File: src/core/bcmu_pkg.sv
package bcmu_pkg;

  // ---------------------------------------------------------------------------
  // Widths
  // ---------------------------------------------------------------------------
  localparam int BCMU_XLEN = 64;
  localparam int BCMU_WORD = 32;

  // ---------------------------------------------------------------------------
  // Major opcodes and function codes
  // ---------------------------------------------------------------------------
  localparam logic [6:0] BCMU_OPC_IMM = 7'h13;
  localparam logic [6:0] BCMU_OPC_WORD_IMM = 7'h1B;
  localparam logic [6:0] BCMU_OPC_REG = 7'h33;
  localparam logic [6:0] BCMU_F7_COUNT = 7'h30;
  localparam logic [6:0] BCMU_F7_MINMAX = 7'h05;
  localparam logic [6:0] BCMU_F7_NEG = 7'h20;
  localparam logic [2:0] BCMU_F3_COUNT = 3'h1;
  localparam logic [2:0] BCMU_F3_NEG = 3'h0;
  localparam logic [2:0] BCMU_F3_MAX = 3'h6;
  localparam logic [2:0] BCMU_F3_MAXU = 3'h7;
  localparam logic [4:0] BCMU_SEL_LEAD = 5'h00;
  localparam logic [4:0] BCMU_SEL_TRAIL = 5'h01;
  localparam logic [4:0] BCMU_SEL_POP = 5'h02;
  localparam logic [4:0] BCMU_REG_ZERO = 5'h00;

  // ---------------------------------------------------------------------------
  // Decoded operations
  // ---------------------------------------------------------------------------
  typedef enum logic [3:0] {
    BCMU_OP_NONE = 4'b0000,
    BCMU_OP_LEAD = 4'b0001,
    BCMU_OP_LEAD_W = 4'b0010,
    BCMU_OP_TRAIL = 4'b0011,
    BCMU_OP_TRAIL_W = 4'b0100,
    BCMU_OP_POP = 4'b0101,
    BCMU_OP_POP_W = 4'b0110,
    BCMU_OP_MAX = 4'b0111,
    BCMU_OP_MAXU = 4'b1000,
    BCMU_OP_ABS = 4'b1001
  } bcmu_op_e;

  typedef struct packed {
    logic valid;
    logic [31:0] instr;
    logic [BCMU_XLEN-1:0] first_source_operand;
    logic [BCMU_XLEN-1:0] second_source_operand;
  } bcmu_req_s;

  typedef struct packed {
    logic valid;
    logic [4:0] dest;
    logic fused;
    logic [BCMU_XLEN-1:0] data;
  } bcmu_rsp_s;

endpackage : bcmu_pkg

File: src/core/bcmu_unit.sv
`timescale 1ns/1ps
`default_nettype none

module bcmu_unit #(
  parameter int XLEN = bcmu_pkg::BCMU_XLEN
) (
  // Clock and reset
  input wire logic clk,
  input wire logic nrst,
  // Pipeline request
  input wire bcmu_pkg::bcmu_req_s req,
  // Write-back
  output var bcmu_pkg::bcmu_rsp_s rsp
);
  import bcmu_pkg::*;

  localparam int CW = $clog2(XLEN + 1);
  localparam int PAD = XLEN - BCMU_WORD;

  // ---------------------------------------------------------------------------
  // Elaboration checks
  // ---------------------------------------------------------------------------
  // The opcode map and the word variants are laid out for one register width;
  // another width would need another map, so it is refused outright.
  if (XLEN != BCMU_XLEN) begin : g_bad_xlen
    $error("bcmu_unit serves only the package register width");
  end
  if (BCMU_WORD >= XLEN) begin : g_bad_word
    $error("bcmu_unit needs a word narrower than the register");
  end

  // ---------------------------------------------------------------------------
  // Reset release
  // ---------------------------------------------------------------------------
  // Two stages keep a release near the clock edge from reaching the state flops.
  logic rst_meta;
  logic rst_sync;
  always_ff @(posedge clk or negedge nrst) begin
    if (!nrst) begin
      rst_meta <= 1'b0;
      rst_sync <= 1'b0;
    end else begin
      rst_meta <= 1'b1;
      rst_sync <= rst_meta;
    end
  end

  // ---------------------------------------------------------------------------
  // Counting functions
  // ---------------------------------------------------------------------------
  function automatic logic [CW-1:0] lead_zeros(input logic [XLEN-1:0] v, input int top);
    logic [CW-1:0] n;
    logic hit;
    n = '0;
    hit = 1'b0;
    for (int i = XLEN - 1; i >= 0; i--) begin
      if (i <= top && !hit) begin
        if (v[i]) begin
          hit = 1'b1;
        end else begin
          n = n + 1'b1;
        end
      end
    end
    return n;
  endfunction : lead_zeros

  function automatic logic [CW-1:0] trail_zeros(input logic [XLEN-1:0] v, input int top);
    logic [CW-1:0] n;
    logic hit;
    n = '0;
    hit = 1'b0;
    for (int i = 0; i < XLEN; i++) begin
      if (i <= top && !hit) begin
        if (v[i]) begin
          hit = 1'b1;
        end else begin
          n = n + 1'b1;
        end
      end
    end
    return n;
  endfunction : trail_zeros

  function automatic logic [CW-1:0] pop_ones(input logic [XLEN-1:0] v, input int top);
    logic [CW-1:0] n;
    n = '0;
    for (int i = 0; i < XLEN; i++) begin
      if (i <= top) begin
        n = n + {{(CW-1){1'b0}}, v[i]};
      end
    end
    return n;
  endfunction : pop_ones

  // One map from selector to count kind serves both opcode rows.
  function automatic bcmu_op_e count_kind(input logic [4:0] s, input logic w);
    bcmu_op_e k;
    k = BCMU_OP_NONE;
    if (s == BCMU_SEL_LEAD) begin
      k = w ? BCMU_OP_LEAD_W : BCMU_OP_LEAD;
    end else if (s == BCMU_SEL_TRAIL) begin
      k = w ? BCMU_OP_TRAIL_W : BCMU_OP_TRAIL;
    end else if (s == BCMU_SEL_POP) begin
      k = w ? BCMU_OP_POP_W : BCMU_OP_POP;
    end
    return k;
  endfunction : count_kind

  // ---------------------------------------------------------------------------
  // Decode
  // ---------------------------------------------------------------------------
  logic [6:0] opc;
  logic [6:0] f7;
  logic [2:0] f3;
  logic [4:0] sel;
  logic [4:0] rd;
  logic [4:0] src1_idx;
  logic [4:0] src2_idx;
  bcmu_op_e op;
  always_comb begin
    opc = req.instr[6:0];
    f7 = req.instr[31:25];
    f3 = req.instr[14:12];
    sel = req.instr[24:20];
    rd = req.instr[11:7];
    src1_idx = req.instr[19:15];
    src2_idx = req.instr[24:20];
    op = BCMU_OP_NONE;
    if (req.valid && f7 == BCMU_F7_COUNT && f3 == BCMU_F3_COUNT) begin
      if (opc == BCMU_OPC_IMM) begin
        op = count_kind(sel, 1'b0);
      end else if (opc == BCMU_OPC_WORD_IMM) begin
        op = count_kind(sel, 1'b1);
      end
    end else if (req.valid && opc == BCMU_OPC_REG && f7 == BCMU_F7_MINMAX) begin
      if (f3 == BCMU_F3_MAX) op = BCMU_OP_MAX;
      else if (f3 == BCMU_F3_MAXU) op = BCMU_OP_MAXU;
    end
  end

  // ---------------------------------------------------------------------------
  // Fusion tracking
  // ---------------------------------------------------------------------------
  // A negate leaves its destination here; a following signed larger-select that pairs
  // its source with that destination yields the absolute value in one step.
  logic neg_seen;
  logic [4:0] neg_src;
  logic [4:0] neg_dst;
  logic next_neg_seen;
  logic [4:0] next_neg_src;
  logic [4:0] next_neg_dst;
  // Any valid request in between breaks the pair; idle cycles keep it.
  logic is_neg;
  logic src_match;
  logic dst_match;
  logic fuse;
  always_comb begin
    is_neg = req.valid && opc == BCMU_OPC_REG && f7 == BCMU_F7_NEG && f3 == BCMU_F3_NEG
             && src1_idx == BCMU_REG_ZERO;
    src_match = src1_idx == neg_src;
    dst_match = src2_idx == neg_dst && neg_dst != BCMU_REG_ZERO;
    fuse = neg_seen && op == BCMU_OP_MAX && src_match && dst_match;
    next_neg_seen = neg_seen;
    next_neg_src = neg_src;
    next_neg_dst = neg_dst;
    if (req.valid) begin
      next_neg_seen = is_neg;
      next_neg_src = src2_idx;
      next_neg_dst = rd;
    end
  end

  always_ff @(posedge clk or negedge rst_sync) begin
    if (!rst_sync) begin
      neg_seen <= 1'b0;
      neg_src <= 5'h00;
      neg_dst <= 5'h00;
    end else begin
      neg_seen <= next_neg_seen;
      neg_src <= next_neg_src;
      neg_dst <= next_neg_dst;
    end
  end

  // ---------------------------------------------------------------------------
  // Word staging
  // ---------------------------------------------------------------------------
  // The word is lifted to the top and padded with ones below, so the full-width
  // leading scan serves the word form and stops at 32 for a zero word.
  logic [XLEN-1:0] word_top;
  for (genvar i = 0; i < BCMU_WORD; i++) begin : g_word_hi
    assign word_top[PAD+i] = req.first_source_operand[i];
  end
  for (genvar i = 0; i < PAD; i++) begin : g_word_lo
    assign word_top[i] = 1'b1;
  end

  // ---------------------------------------------------------------------------
  // Count and select results
  // ---------------------------------------------------------------------------
  // All results are formed in parallel; only the decoded one is registered.
  logic [CW-1:0] cnt_lead;
  logic [CW-1:0] cnt_lead_w;
  logic [CW-1:0] cnt_trail;
  logic [CW-1:0] cnt_trail_w;
  logic [CW-1:0] cnt_pop;
  logic [CW-1:0] cnt_pop_w;
  logic [XLEN-1:0] a;
  logic [XLEN-1:0] b;
  logic [XLEN-1:0] max_s;
  logic [XLEN-1:0] max_u;
  logic [XLEN-1:0] abs_v;
  always_comb begin
    a = req.first_source_operand;
    b = req.second_source_operand;
    cnt_lead = lead_zeros(a, XLEN - 1);
    cnt_lead_w = lead_zeros(word_top, XLEN - 1);
    cnt_trail = trail_zeros(a, XLEN - 1);
    cnt_trail_w = trail_zeros(a, BCMU_WORD - 1);
    cnt_pop = pop_ones(a, XLEN - 1);
    cnt_pop_w = pop_ones(a, BCMU_WORD - 1);
    max_s = ($signed(a) < $signed(b)) ? b : a;
    max_u = (a < b) ? b : a;
    // In the fused pair the second source holds the negated first, so its sign picks.
    abs_v = b[XLEN-1] ? a : b;
  end

  // ---------------------------------------------------------------------------
  // Execute
  // ---------------------------------------------------------------------------
  bcmu_rsp_s next_rsp;
  always_comb begin
    next_rsp.valid = req.valid && op != BCMU_OP_NONE;
    next_rsp.dest = rd;
    next_rsp.fused = fuse;
    next_rsp.data = '0;
    unique case (op)
      BCMU_OP_LEAD: next_rsp.data = XLEN'(cnt_lead);
      BCMU_OP_LEAD_W: next_rsp.data = XLEN'(cnt_lead_w);
      BCMU_OP_TRAIL: next_rsp.data = XLEN'(cnt_trail);
      BCMU_OP_TRAIL_W: next_rsp.data = XLEN'(cnt_trail_w);
      BCMU_OP_POP: next_rsp.data = XLEN'(cnt_pop);
      BCMU_OP_POP_W: next_rsp.data = XLEN'(cnt_pop_w);
      BCMU_OP_MAX: next_rsp.data = fuse ? abs_v : max_s;
      BCMU_OP_MAXU: next_rsp.data = max_u;
      default: next_rsp.data = '0;
    endcase
  end

  // ---------------------------------------------------------------------------
  // Result register
  // ---------------------------------------------------------------------------
  // The write port sees only flops, so the host pipeline gets a full cycle.
  always_ff @(posedge clk or negedge rst_sync) begin
    if (!rst_sync) begin
      rsp <= '0;
    end else begin
      rsp <= next_rsp;
    end
  end

endmodule : bcmu_unit

`default_nettype wire

File: config.mk
export PLATFORM = sky130hd
export DESIGN_NAME = bcmu_unit
export DESIGN_NICKNAME = d
export VERILOG_FILES = /design/src/core/bcmu_pkg.sv /design/src/core/bcmu_unit.sv
export SDC_FILE = /design/constraint.sdc
export NUM_CORES = 1
export LEC_CHECK = 0
export BUFFER_PORTS_ARGS = -buffer_cell sky130_fd_sc_hd__buf_2
export CORE_MARGIN = 2
export CORE_UTILIZATION = 35
export DETAILED_ROUTE_END_ITERATION = 7
export PLACE_DENSITY_LB_ADDON = 0.08
export SYNTH_ARGS = -nofsm -noshare
export SYNTH_HDL_FRONTEND = slang
export SYNTH_SLANG_ARGS = --single-unit
File: constraint.sdc
create_clock -name clk -period 5.1 [get_ports clk]
set_input_delay 1.02 -clock clk [delete_from_list [all_inputs] [get_ports clk]]
set_output_delay 1.02 -clock clk [all_outputs]
set_load 0.02 [all_outputs]
## Word level (Yosys, flattened, before mapping)

Index checks and enable logic that the tools add are counted.

| storage, ports and cells | value |
|---|---|
| word-level logic and storage cells | 821 |
| output and inout bits | 71 |
| register bits | 84 |
| bits of input ports | 163 |

| cells by class | value |
|---|---|
| magnitude comparators | 2 |
| add/subtract/negate cells | 220 |
| reduce and logical (&&, ||, !) cells | 17 |
| equal/unequal tests | 21 |
| muxes and demuxes | 552 |

Operator list:

| kind | number |
|---|---|
| $mux 7 | 313 |
| $add 7x1->7 const B | 156 |
| $pmux 64 s8 | 1 |
| $add 7x1->7 | 57 |
| $mux 64 | 4 |
| $mux 1 | 221 |
| $lt 64x64->1 | 2 |
| $eq 7x6->1 const B | 3 |
| $mux 3 | 7 |
| $mux 4 | 5 |
| $eq 4x3->1 const B | 4 |
| $eq 7x5->1 const B | 2 |
| $logic_and 1x1->1 | 12 |
| $eq 5x5->1 | 2 |
| $logic_not 5->1 | 2 |
| $eq 4x2->1 const B | 2 |
| $add 6x1->7 | 1 |
| $eq 7x3->1 const B | 1 |
| $add 5x1->6 | 1 |
| $eq 3x3->1 const B | 2 |
| $add 4x1->5 | 1 |
| $eq 5x1->1 const B | 1 |
| $eq 5x2->1 const B | 1 |
| $reduce_bool 5->1 | 1 |
| 10 further kinds | 10 |

## Longest topological paths before layout

Gate-level depths: netlist of the first run.

| logic depth | value |
|---|---|
| depth in word-level cells | 191 |
| gate-level depth with buffers | 209 |
| gate-level depth less buffers | 207 |

## Least setup slack after synthesis of the first run

Ideal clock, no wire load.

| path | value |
|---|---|
| path kind | input-to-reg |
| start | input port req[65] (netlist name) |
| end | register rsp[6] (netlist name) |
| path buffers | 2 |
| stages | 204 |
| setup time | 0.090 ns |
| path slack | -27.738 ns |
| arrival | 32.748 ns |
| data required time | 5.010 ns |
| path through | clkbuf_1 inv_1 ha_1 buf_2 mux2_2 ha_1 or2_2 a21oi_1 o21ai_0 nand2_1 nand2_1 ha_1 mux2i_1 nand2_1 nand2_1 xor2_1 a21oi_1 ha_1 (+168 left out) nor2_1 nor2_1 ha_1 o21ai_0 a21oi_1 ha_1 mux2_2 mux2_2 nor2_1 nor2_1 ha_1 nand2_1 nor3b_1 maj3_2 nand2_1 xnor3_1 xor3_1 o2111ai_1 |

RTL lines:

| item | line | source |
|---|---|---|
| from (decl) | bcmu_unit.sv:11 | `input wire bcmu_pkg::bcmu_req_s req,` |
| to (signal assigned) | bcmu_unit.sv:259 | `rsp <= next_rsp;` |
| to (decl) | bcmu_unit.sv:13 | `output var bcmu_pkg::bcmu_rsp_s rsp` |

==> run metrics, run 1 <==
status=finished, violations left; failing checks=negative setup slack; global route overflow=0; Post-Synthesis Cell Area=0.0320 mm²; Final Power=0.0121 W; Clock Path Buffers=2; largest family of logic cells by synthesized area=simple AND/OR/NAND/NOR gates; sw power=0.00545 W; syn_nets=4892; Clock Power Share=6.5%; Sequential Power Share=5.7%; max-cap viol count=0; Tightest Pin Transition=0.833 ns; RSZ-0062 raised after global routing=true; drt pass-1 iters=5; Clock Pin Slew Worst Setup and Hold Paths=0.09 ns; top cell type's share of synthesized area=11.1%; Register-to-Register Path Depth=11; FP Rows=110; P_leak=24.0 nW; worst path arrival time=31.82 ns; drc violations=0; post-synthesis mux area share=6.88%; number of synthesized flops with an enable pin=0; Critical Path Sink Type=register; wire per inst=18.3 µm; fraction of layout cells with a size suffix above 1=38.1%; Setup Viol. Count Final=64; Power Internal=0.00662 W; Routed WL=140 mm; Final Hold Violating Endpoints=0; drt initial violations=2297; Via density=5.16; antenna-violating nets left=0; Comb power frac=87.8%; Fill cells=8912; largest net degree at the start of global routing=58; FF+latch count, synth=84; Compound-Gate Fraction of Synth Area=17.2%; non-filler instance count after layout=7640; commonest cells in the netlist=nand2_1 (515), nor2_1 (503), xnor2_1 (406); clock sinks=84; Worst-Skew Late Latency=0.43 ns; Placed Area=0.0480 mm²; prevailing post-synth register cell=dfrtp_1; Synth Area in XOR/XNOR=22.6%; post-detail-place hpwl=119 mm; switch share=45.2%; Synth area leaders=xnor2_1 (11%), ha_1 (9.3%), dfrtp_1 (6.6%); Tmin final=31.48 ns; Final GP Congestion=0.968; routed vias=39.4k; Yosys cell types=117; Worst path depth=206; Crit path max-delay family=adder cells; placed cells=7485; Post-Syn Instances=4440; Slew HR=44.5%; initial antenna violation count=8; slowest cell on the critical path=or4_1; Initial Utilization=35.4%; final instance area=0.0500 mm²; # IOs=234; sequential share of the synthesized area=6.57%; Total GRT Usage=29.3%; Achievable Freq=31.8 MHz; top-count cell post-synth=nand2_1; Final Max Slew Viols=0; synth warn=0; crit start category=input port; part of the cycle the worst path needs=617%; first-pass GRT wire length=216 mm; layout net count=6908; CTS tree=done; critical path fanouts, max=5; Synth Area in Simple Gates=28.8%; average size of a mapped cell=7.21 µm²; CTS Root Cell=clkbuf_16; Finished Core Util=55.4%; peak supply drop=1530 µV; setup ws final=-26.38 ns; power density cells=241 mW/mm²; largest area contributor in the netlist=xnor2_1; area delta synth->final=56.3%; Buf/Inv on CP=8; Fin Setup TNS=-231.64 ns; CP required=5.45 ns; Tightest Hold Check Type=reg -> async; crit-path max cell delay=0.41 ns; CTS Hold Bufs=0; CTS buffer count=9; IO Port Bufs=233; die area=0.0939 mm²; htree depth=3; ys async rst share=100%; CORE AREA=0.0903 mm²; die width=306 µm; adder-cell share of the synthesized area=13.2%; Clock Skews=0.0177 ns; Die Span Y=306 µm; vias in the first global route=38.9k; Setup CP Type=in -> reg
## path summary, 6_finish.rpt
path                                        start                 end  slack, ns
setup reg to reg           neg_dst[1]$_DFFE_PN0P_   rsp[30]$_DFF_PN0_       2.50
hold / removal                 rst_sync$_DFF_PN0_   rsp[39]$_DFF_PN0_       0.33
min in group clk               rst_meta$_DFF_PN0_  rst_sync$_DFF_PN0_       0.35
max in group asynchronous      rst_sync$_DFF_PN0_   rsp[26]$_DFF_PN0_       3.65
setup / recovery                          req[64]    rsp[6]$_DFF_PN0_     -26.38
hold reg to reg                rst_sync$_DFF_PN0_   rsp[39]$_DFF_PN0_       0.33
## cells by family after synthesis
| group | count (synthesis) |
|---|---|
| AO/OA/AOI/OAI | 866 |
| XOR/XNOR | 680 |
| other | 1 |
| buffers and inverters | 402 |
| multiplexers | 213 |
| adder cells (fa/ha/maj) | 312 |
| flip-flops | 84 |
| AND/OR/NAND/NOR | 1882 |
## cells in the final DEF, fill, tap and decap left out, types with 30 or more instances in the layout
cell / instances
a211oi_1: 31
a21o_1: 45
a21oi_1: 234
and2_1: 33
and3_1: 60
buf_2: 230
buf_4: 1906
dfrtp_1: 83
fa_1: 48
ha_1: 220
inv_1: 225
mux2_2: 30
mux2i_1: 161
nand2_1: 505
nand2b_1: 57
nand3_1: 167
nand4_1: 74
nor2_1: 492
nor2b_1: 92
nor3_1: 130
nor4_1: 36
o21ai_0: 187
or3_1: 46
xnor2_1: 396
xnor3_1: 45
xor2_1: 177
## sequential cells by signal, summed over array words and instances (netlist names)
| name | cells |
|---|---|
| rsp | 71 |
| neg_dst | 5 |
| neg_src | 5 |
| neg_seen | 1 |
| rst_meta | 1 |
| rst_sync | 1 |
## power by group through the flow
stage | Combinational, W | Clock, W | Sequential, W
5_1_grt | 0.0117 | 0.000824 | 0.000694
3_3_place_gp | 0.0102 | 0 | 0.000704
2_1_floorplan | 0.00655 | 0 | 0.000706
6_report | 0.0106 | 0.000783 | 0.000691
4_1_cts | 0.0106 | 0.000816 | 0.000692
3_5_place_dp | 0.0103 | 0 | 0.000705
## through the flow
step           hold slack (ns)  setup slack [ns]
2_1_floorplan            0.331            -25.98
3_3_place_gp             0.334            -26.67
3_5_place_dp             0.338            -27.42
4_1_cts                  0.322            -26.09
5_1_grt                  0.344            -28.39
6_report                 0.331            -26.38
## routing by layer
metal | vias up | wire (µm) | track usage [%]
met3 | 196 | 5700 | 2.72
li1 | 19800 | - | -
met2 | 917 | 67400 | 51.8
met1 | 18500 | 61000 | 36.5
met5 | - | 14 | 0
met4 | 2 | 5740 | 11.3
## area by class of cell
type | instances | area (µm²) | share of cell area, %
multi-input cells | 3954 | 29300 | 58.5
repair buffers | 2165 | 15900 | 31.9
flip-flops and latches | 84 | 2110 | 4.21
well taps | 1176 | 1470 | 2.94
inverters | 242 | 926 | 1.85
clock buffers | 10 | 229 | 0.458
clock inverters | 6 | 71.3 | 0.143
diodes | 3 | 7.51 | 0.0150
## what timing repair did
action                     CTS  global route
setup endpoints to repair   64            64
gates resized for setup     87            59
gates cloned                 1             0
pin swaps                   85            59
setup buffers              108            28
## worst reg2reg max path, delay by kind of cell, from the launching register on
kind                      cells  cell delay, ns
and+or+nand+nor               2            0.34
xor gates and xnor gates      1            0.16
buffers and inverters         4            0.71
muxes                         3            0.63
DFF                           1            0.43
AOI/OAI and AO/OA             1            0.17
No activity file was read; power rests on OpenSTA's default activity.
==> run 2, diff against run 1 <==
--- a/config.mk
+++ b/config.mk
@@ -5,6 +5,7 @@
 export SDC_FILE = /design/constraint.sdc
 export NUM_CORES = 1
 export LEC_CHECK = 0
+export ABC_AREA = 1
 export BUFFER_PORTS_ARGS = -buffer_cell sky130_fd_sc_hd__buf_2
 export CORE_MARGIN = 2
 export CORE_UTILIZATION = 35
==> run 2 against run 1 <==
- the flow still finishes with violations (negative setup slack)
- worst hold slack improved by 0.015 ns
- via count is 14% higher
- combinational power fell by 4%
- routed wire length decreased by 3.1%
- power fell by 3.0%
- sequential cell count is the same
- count of clock-buffer cells in the layout decreased by 1
- final area is 7.6% higher
- final cell count rose by 24%
- critical path type unchanged
- largest cell class unchanged
- largest power group unchanged
==> run metrics, run 2 <==
most common cell after layout, fill and taps aside=buf_4; die width=321 µm (+4.6%); wire per inst=14.4 µm (-22%); CTS Hold Bufs=0 (unchanged); largest area contributor in the netlist=nand2_1; crit start category=input port; initial antenna violation count=18 (+10); antenna-violating nets left=0 (unchanged); max-cap viol count=0 (unchanged); Routed WL=136 mm (-3.1%); Clock Pin Slew Worst Setup and Hold Paths=0.09 ns (about the same); drt pass-1 iters=6 (+1); Die Span Y=321 µm (+4.6%); Slew HR=39.7% (-4.8 points); CORE AREA=0.0997 mm² (+10%); Final Hold Violating Endpoints=0 (unchanged); Post-Syn Instances=6209 (+40%); Tightest Hold Check Type=reg -> async; CP required=5.38 ns (-0.07 ns); clock sinks=84 (unchanged); ys async rst share=100% (unchanged); Tightest Pin Transition=0.905 ns (+0.0722 ns); FF+latch count, synth=84 (unchanged); top-count cell post-synth=nand2_1; post-detail-place hpwl=110 mm (-7.6%); power density cells=218 mW/mm² (-9.8%); global route overflow=0 (unchanged); critical path fanouts, max=5 (unchanged); Worst-Skew Late Latency=0.42 ns (about the same); Synth area leaders=nand2_1 (16%), inv_1 (11%), ha_1 (8.5%); CTS tree=done; CTS buffer count=9 (unchanged); crit-path max cell delay=0.35 ns (-0.06 ns); failing checks=negative setup slack; vias in the first global route=42.5k (+9.3%); number of synthesized flops with an enable pin=0 (unchanged); top cell type's share of synthesized area=16.1% (+5.0 points); Via density=4.76 (-7.8%); CTS Root Cell=clkbuf_16; area delta synth->final=53.4%; commonest non-fill, non-tap cells in the layout=buf_4 (1705), nand2_1 (1422), inv_1 (955); slowest cell on the critical path=ha_1; Fill cells=10.0k (+12%); Largest register FFs=71 (unchanged); prevailing post-synth register cell=dfrtp_1; Clock Skews=0.0304 ns (+0.0128 ns); synth warn=0 (unchanged); Setup Viol. Count Final=7 (-89%); average size of a mapped cell=5.65 µm² (-22%); # IOs=234 (unchanged); largest net degree at the start of global routing=89 (+53%); commonest cells in the netlist=nand2_1 (1504), inv_1 (1001), nor2_1 (693); Tmin final=28.20 ns (-3.28 ns); Initial Utilization=35.2% (-0.26 points); top flop regs=rsp x71, neg_dst x5, neg_src x5; RSZ-0062 raised after global routing=true; most flop-heavy register=rsp; setup ws final=-23.10 ns (+3.28 ns); Final Max Slew Viols=0 (unchanged); syn_nets=6661 (+36%); Clock Path Buffers=2 (unchanged); status=finished, violations left; die area=0.103 mm² (+9.5%); htree depth=3 (unchanged); first-pass GRT wire length=213 mm (-1.6%); Total GRT Usage=25.5% (-3.8 points); FP Rows=116 (+5.5%); peak supply drop=2020 µV (+32%); drt initial violations=2311 (+0.61%); final instance area=0.0538 mm² (+7.6%); drc violations=0 (unchanged); sequential share of the synthesized area=5.99% (-0.58 points); layout net count=8582 (+24%); routed vias=44.9k (+14%); Crit path top cell by count=buf_4; Yosys cell types=101 (-14%); Critical Path Sink Type=register; Fin Setup TNS=-148.38 ns (+83.26 ns); Post-Synthesis Cell Area=0.0351 mm² (+9.6%); Setup CP Type=in -> reg; Placed Area=0.0489 mm² (+1.8%); part of the cycle the worst path needs=553% (-64 points); pre-CTS WS=-23.66 ns (+3.76 ns); fraction of layout cells with a size suffix above 1=39.2% (+1.1 points); Final GP Congestion=0.904 (-6.7%); Achievable Freq=35.5 MHz (+12%); P_leak=28.4 nW (+19%); IO Port Bufs=233 (unchanged); worst path arrival time=28.48 ns (-3.34 ns)
==> run 2: cell count changes after synthesis, moves of 172 or more <==
cell     change
nand2_1    +989
inv_1      +769
nand3_1    +396
xnor2_1    -367
nand2_2    +257
nor2_1     +190
mux2i_1    -174
o21ai_0    +172
==> run 2: what timing repair did <==
action / in CTS / in global routing
gates resized for setup: 188 / 356
pin swaps: 234 / 284
buffers inserted: 253 / 53
endpoints found under the setup margin: 7 / 52
==> run 2: cell families after synthesis <==
family,count (synthesis),synth area share [%]
buffers and inverters,1246,14.4
other,1,0.0107
XOR/XNOR,121,3.33
flip-flops,84,5.99
multiplexers,4,0.125
AO/OA/AOI/OAI,842,14.0
AND/OR/NAND/NOR,3622,50.8
adder cells (fa/ha/maj),289,11.4
==> run 2: layout make-up <==
cell class | instances | area (µm²) | share of cell area, %
timing repair buffer | 1993 | 14800 | 27.4
inverter | 1163 | 4620 | 8.58
multi-input combinational | 4879 | 30400 | 56.5
clock inverter | 7 | 76.3 | 0.142
tap | 1298 | 1620 | 3.02
sequential | 84 | 2110 | 3.91
antenna | 8 | 20.0 | 0.0372
clock buffer | 9 | 225 | 0.419
==> run 2: metrics by stage <==
step	total power, W	utilization [%]	hold WS [ns]	std cells
after floorplan	0.00661	-	0.331	6209
after CTS	0.0116	51.9	0.345	9385
after global placement	0.0105	49.0	0.345	9116
after detailed placement	0.0105	49.0	0.336	9116
after global routing	0.0133	53.9	0.355	9436
final	0.0117	54.0	0.346	9441
==> run 2: final timing paths <==
| path | endpoint | slack (ns) | from | depth (start not counted) |
|---|---|---|---|---|
| setup reg to reg | rsp[28]$_DFF_PN0_ | 1.92 | neg_dst[1]$_DFFE_PN0P_ | 12 |
| max in group asynchronous | rsp[37]$_DFF_PN0_ | 3.61 | rst_sync$_DFF_PN0_ | 1 |
| min in group clk | rst_sync$_DFF_PN0_ | 0.39 | rst_meta$_DFF_PN0_ | 0 |
| hold / removal | rsp[61]$_DFF_PN0_ | 0.35 | rst_sync$_DFF_PN0_ | 0 |
| setup / recovery | rsp[5]$_DFF_PN0_ | -23.10 | req[64] | 238 |
| hold reg to reg | rsp[61]$_DFF_PN0_ | 0.35 | rst_sync$_DFF_PN0_ | 0 |
==> run 2: power by group <==
group          internal, W  leakage, nW  switching, W
Combinational      0.00514         27.2       0.00511
Clock             0.000349        0.148      0.000425
Sequential        0.000676         1.14     0.0000122
Total              0.00616         28.4       0.00555
==> run 2: per-layer routing <==
layer  up-vias  wire (µm)  global-route usage, %
li1      23700          -                      -
met1     20100      62300                   33.7
met2       894      62700                   43.7
met3       196       7190                   3.19
met4        16       3240                   5.98
met5         -         92                      0
==> run 2: critical path, delay by kind of cell <==
family	cells	cell delay, ns
simple gates	100	8.99
compound gates	40	4.60
buf+inv	73	7.75
fa+ha+maj	20	5.35
xor+xnor	5	0.73
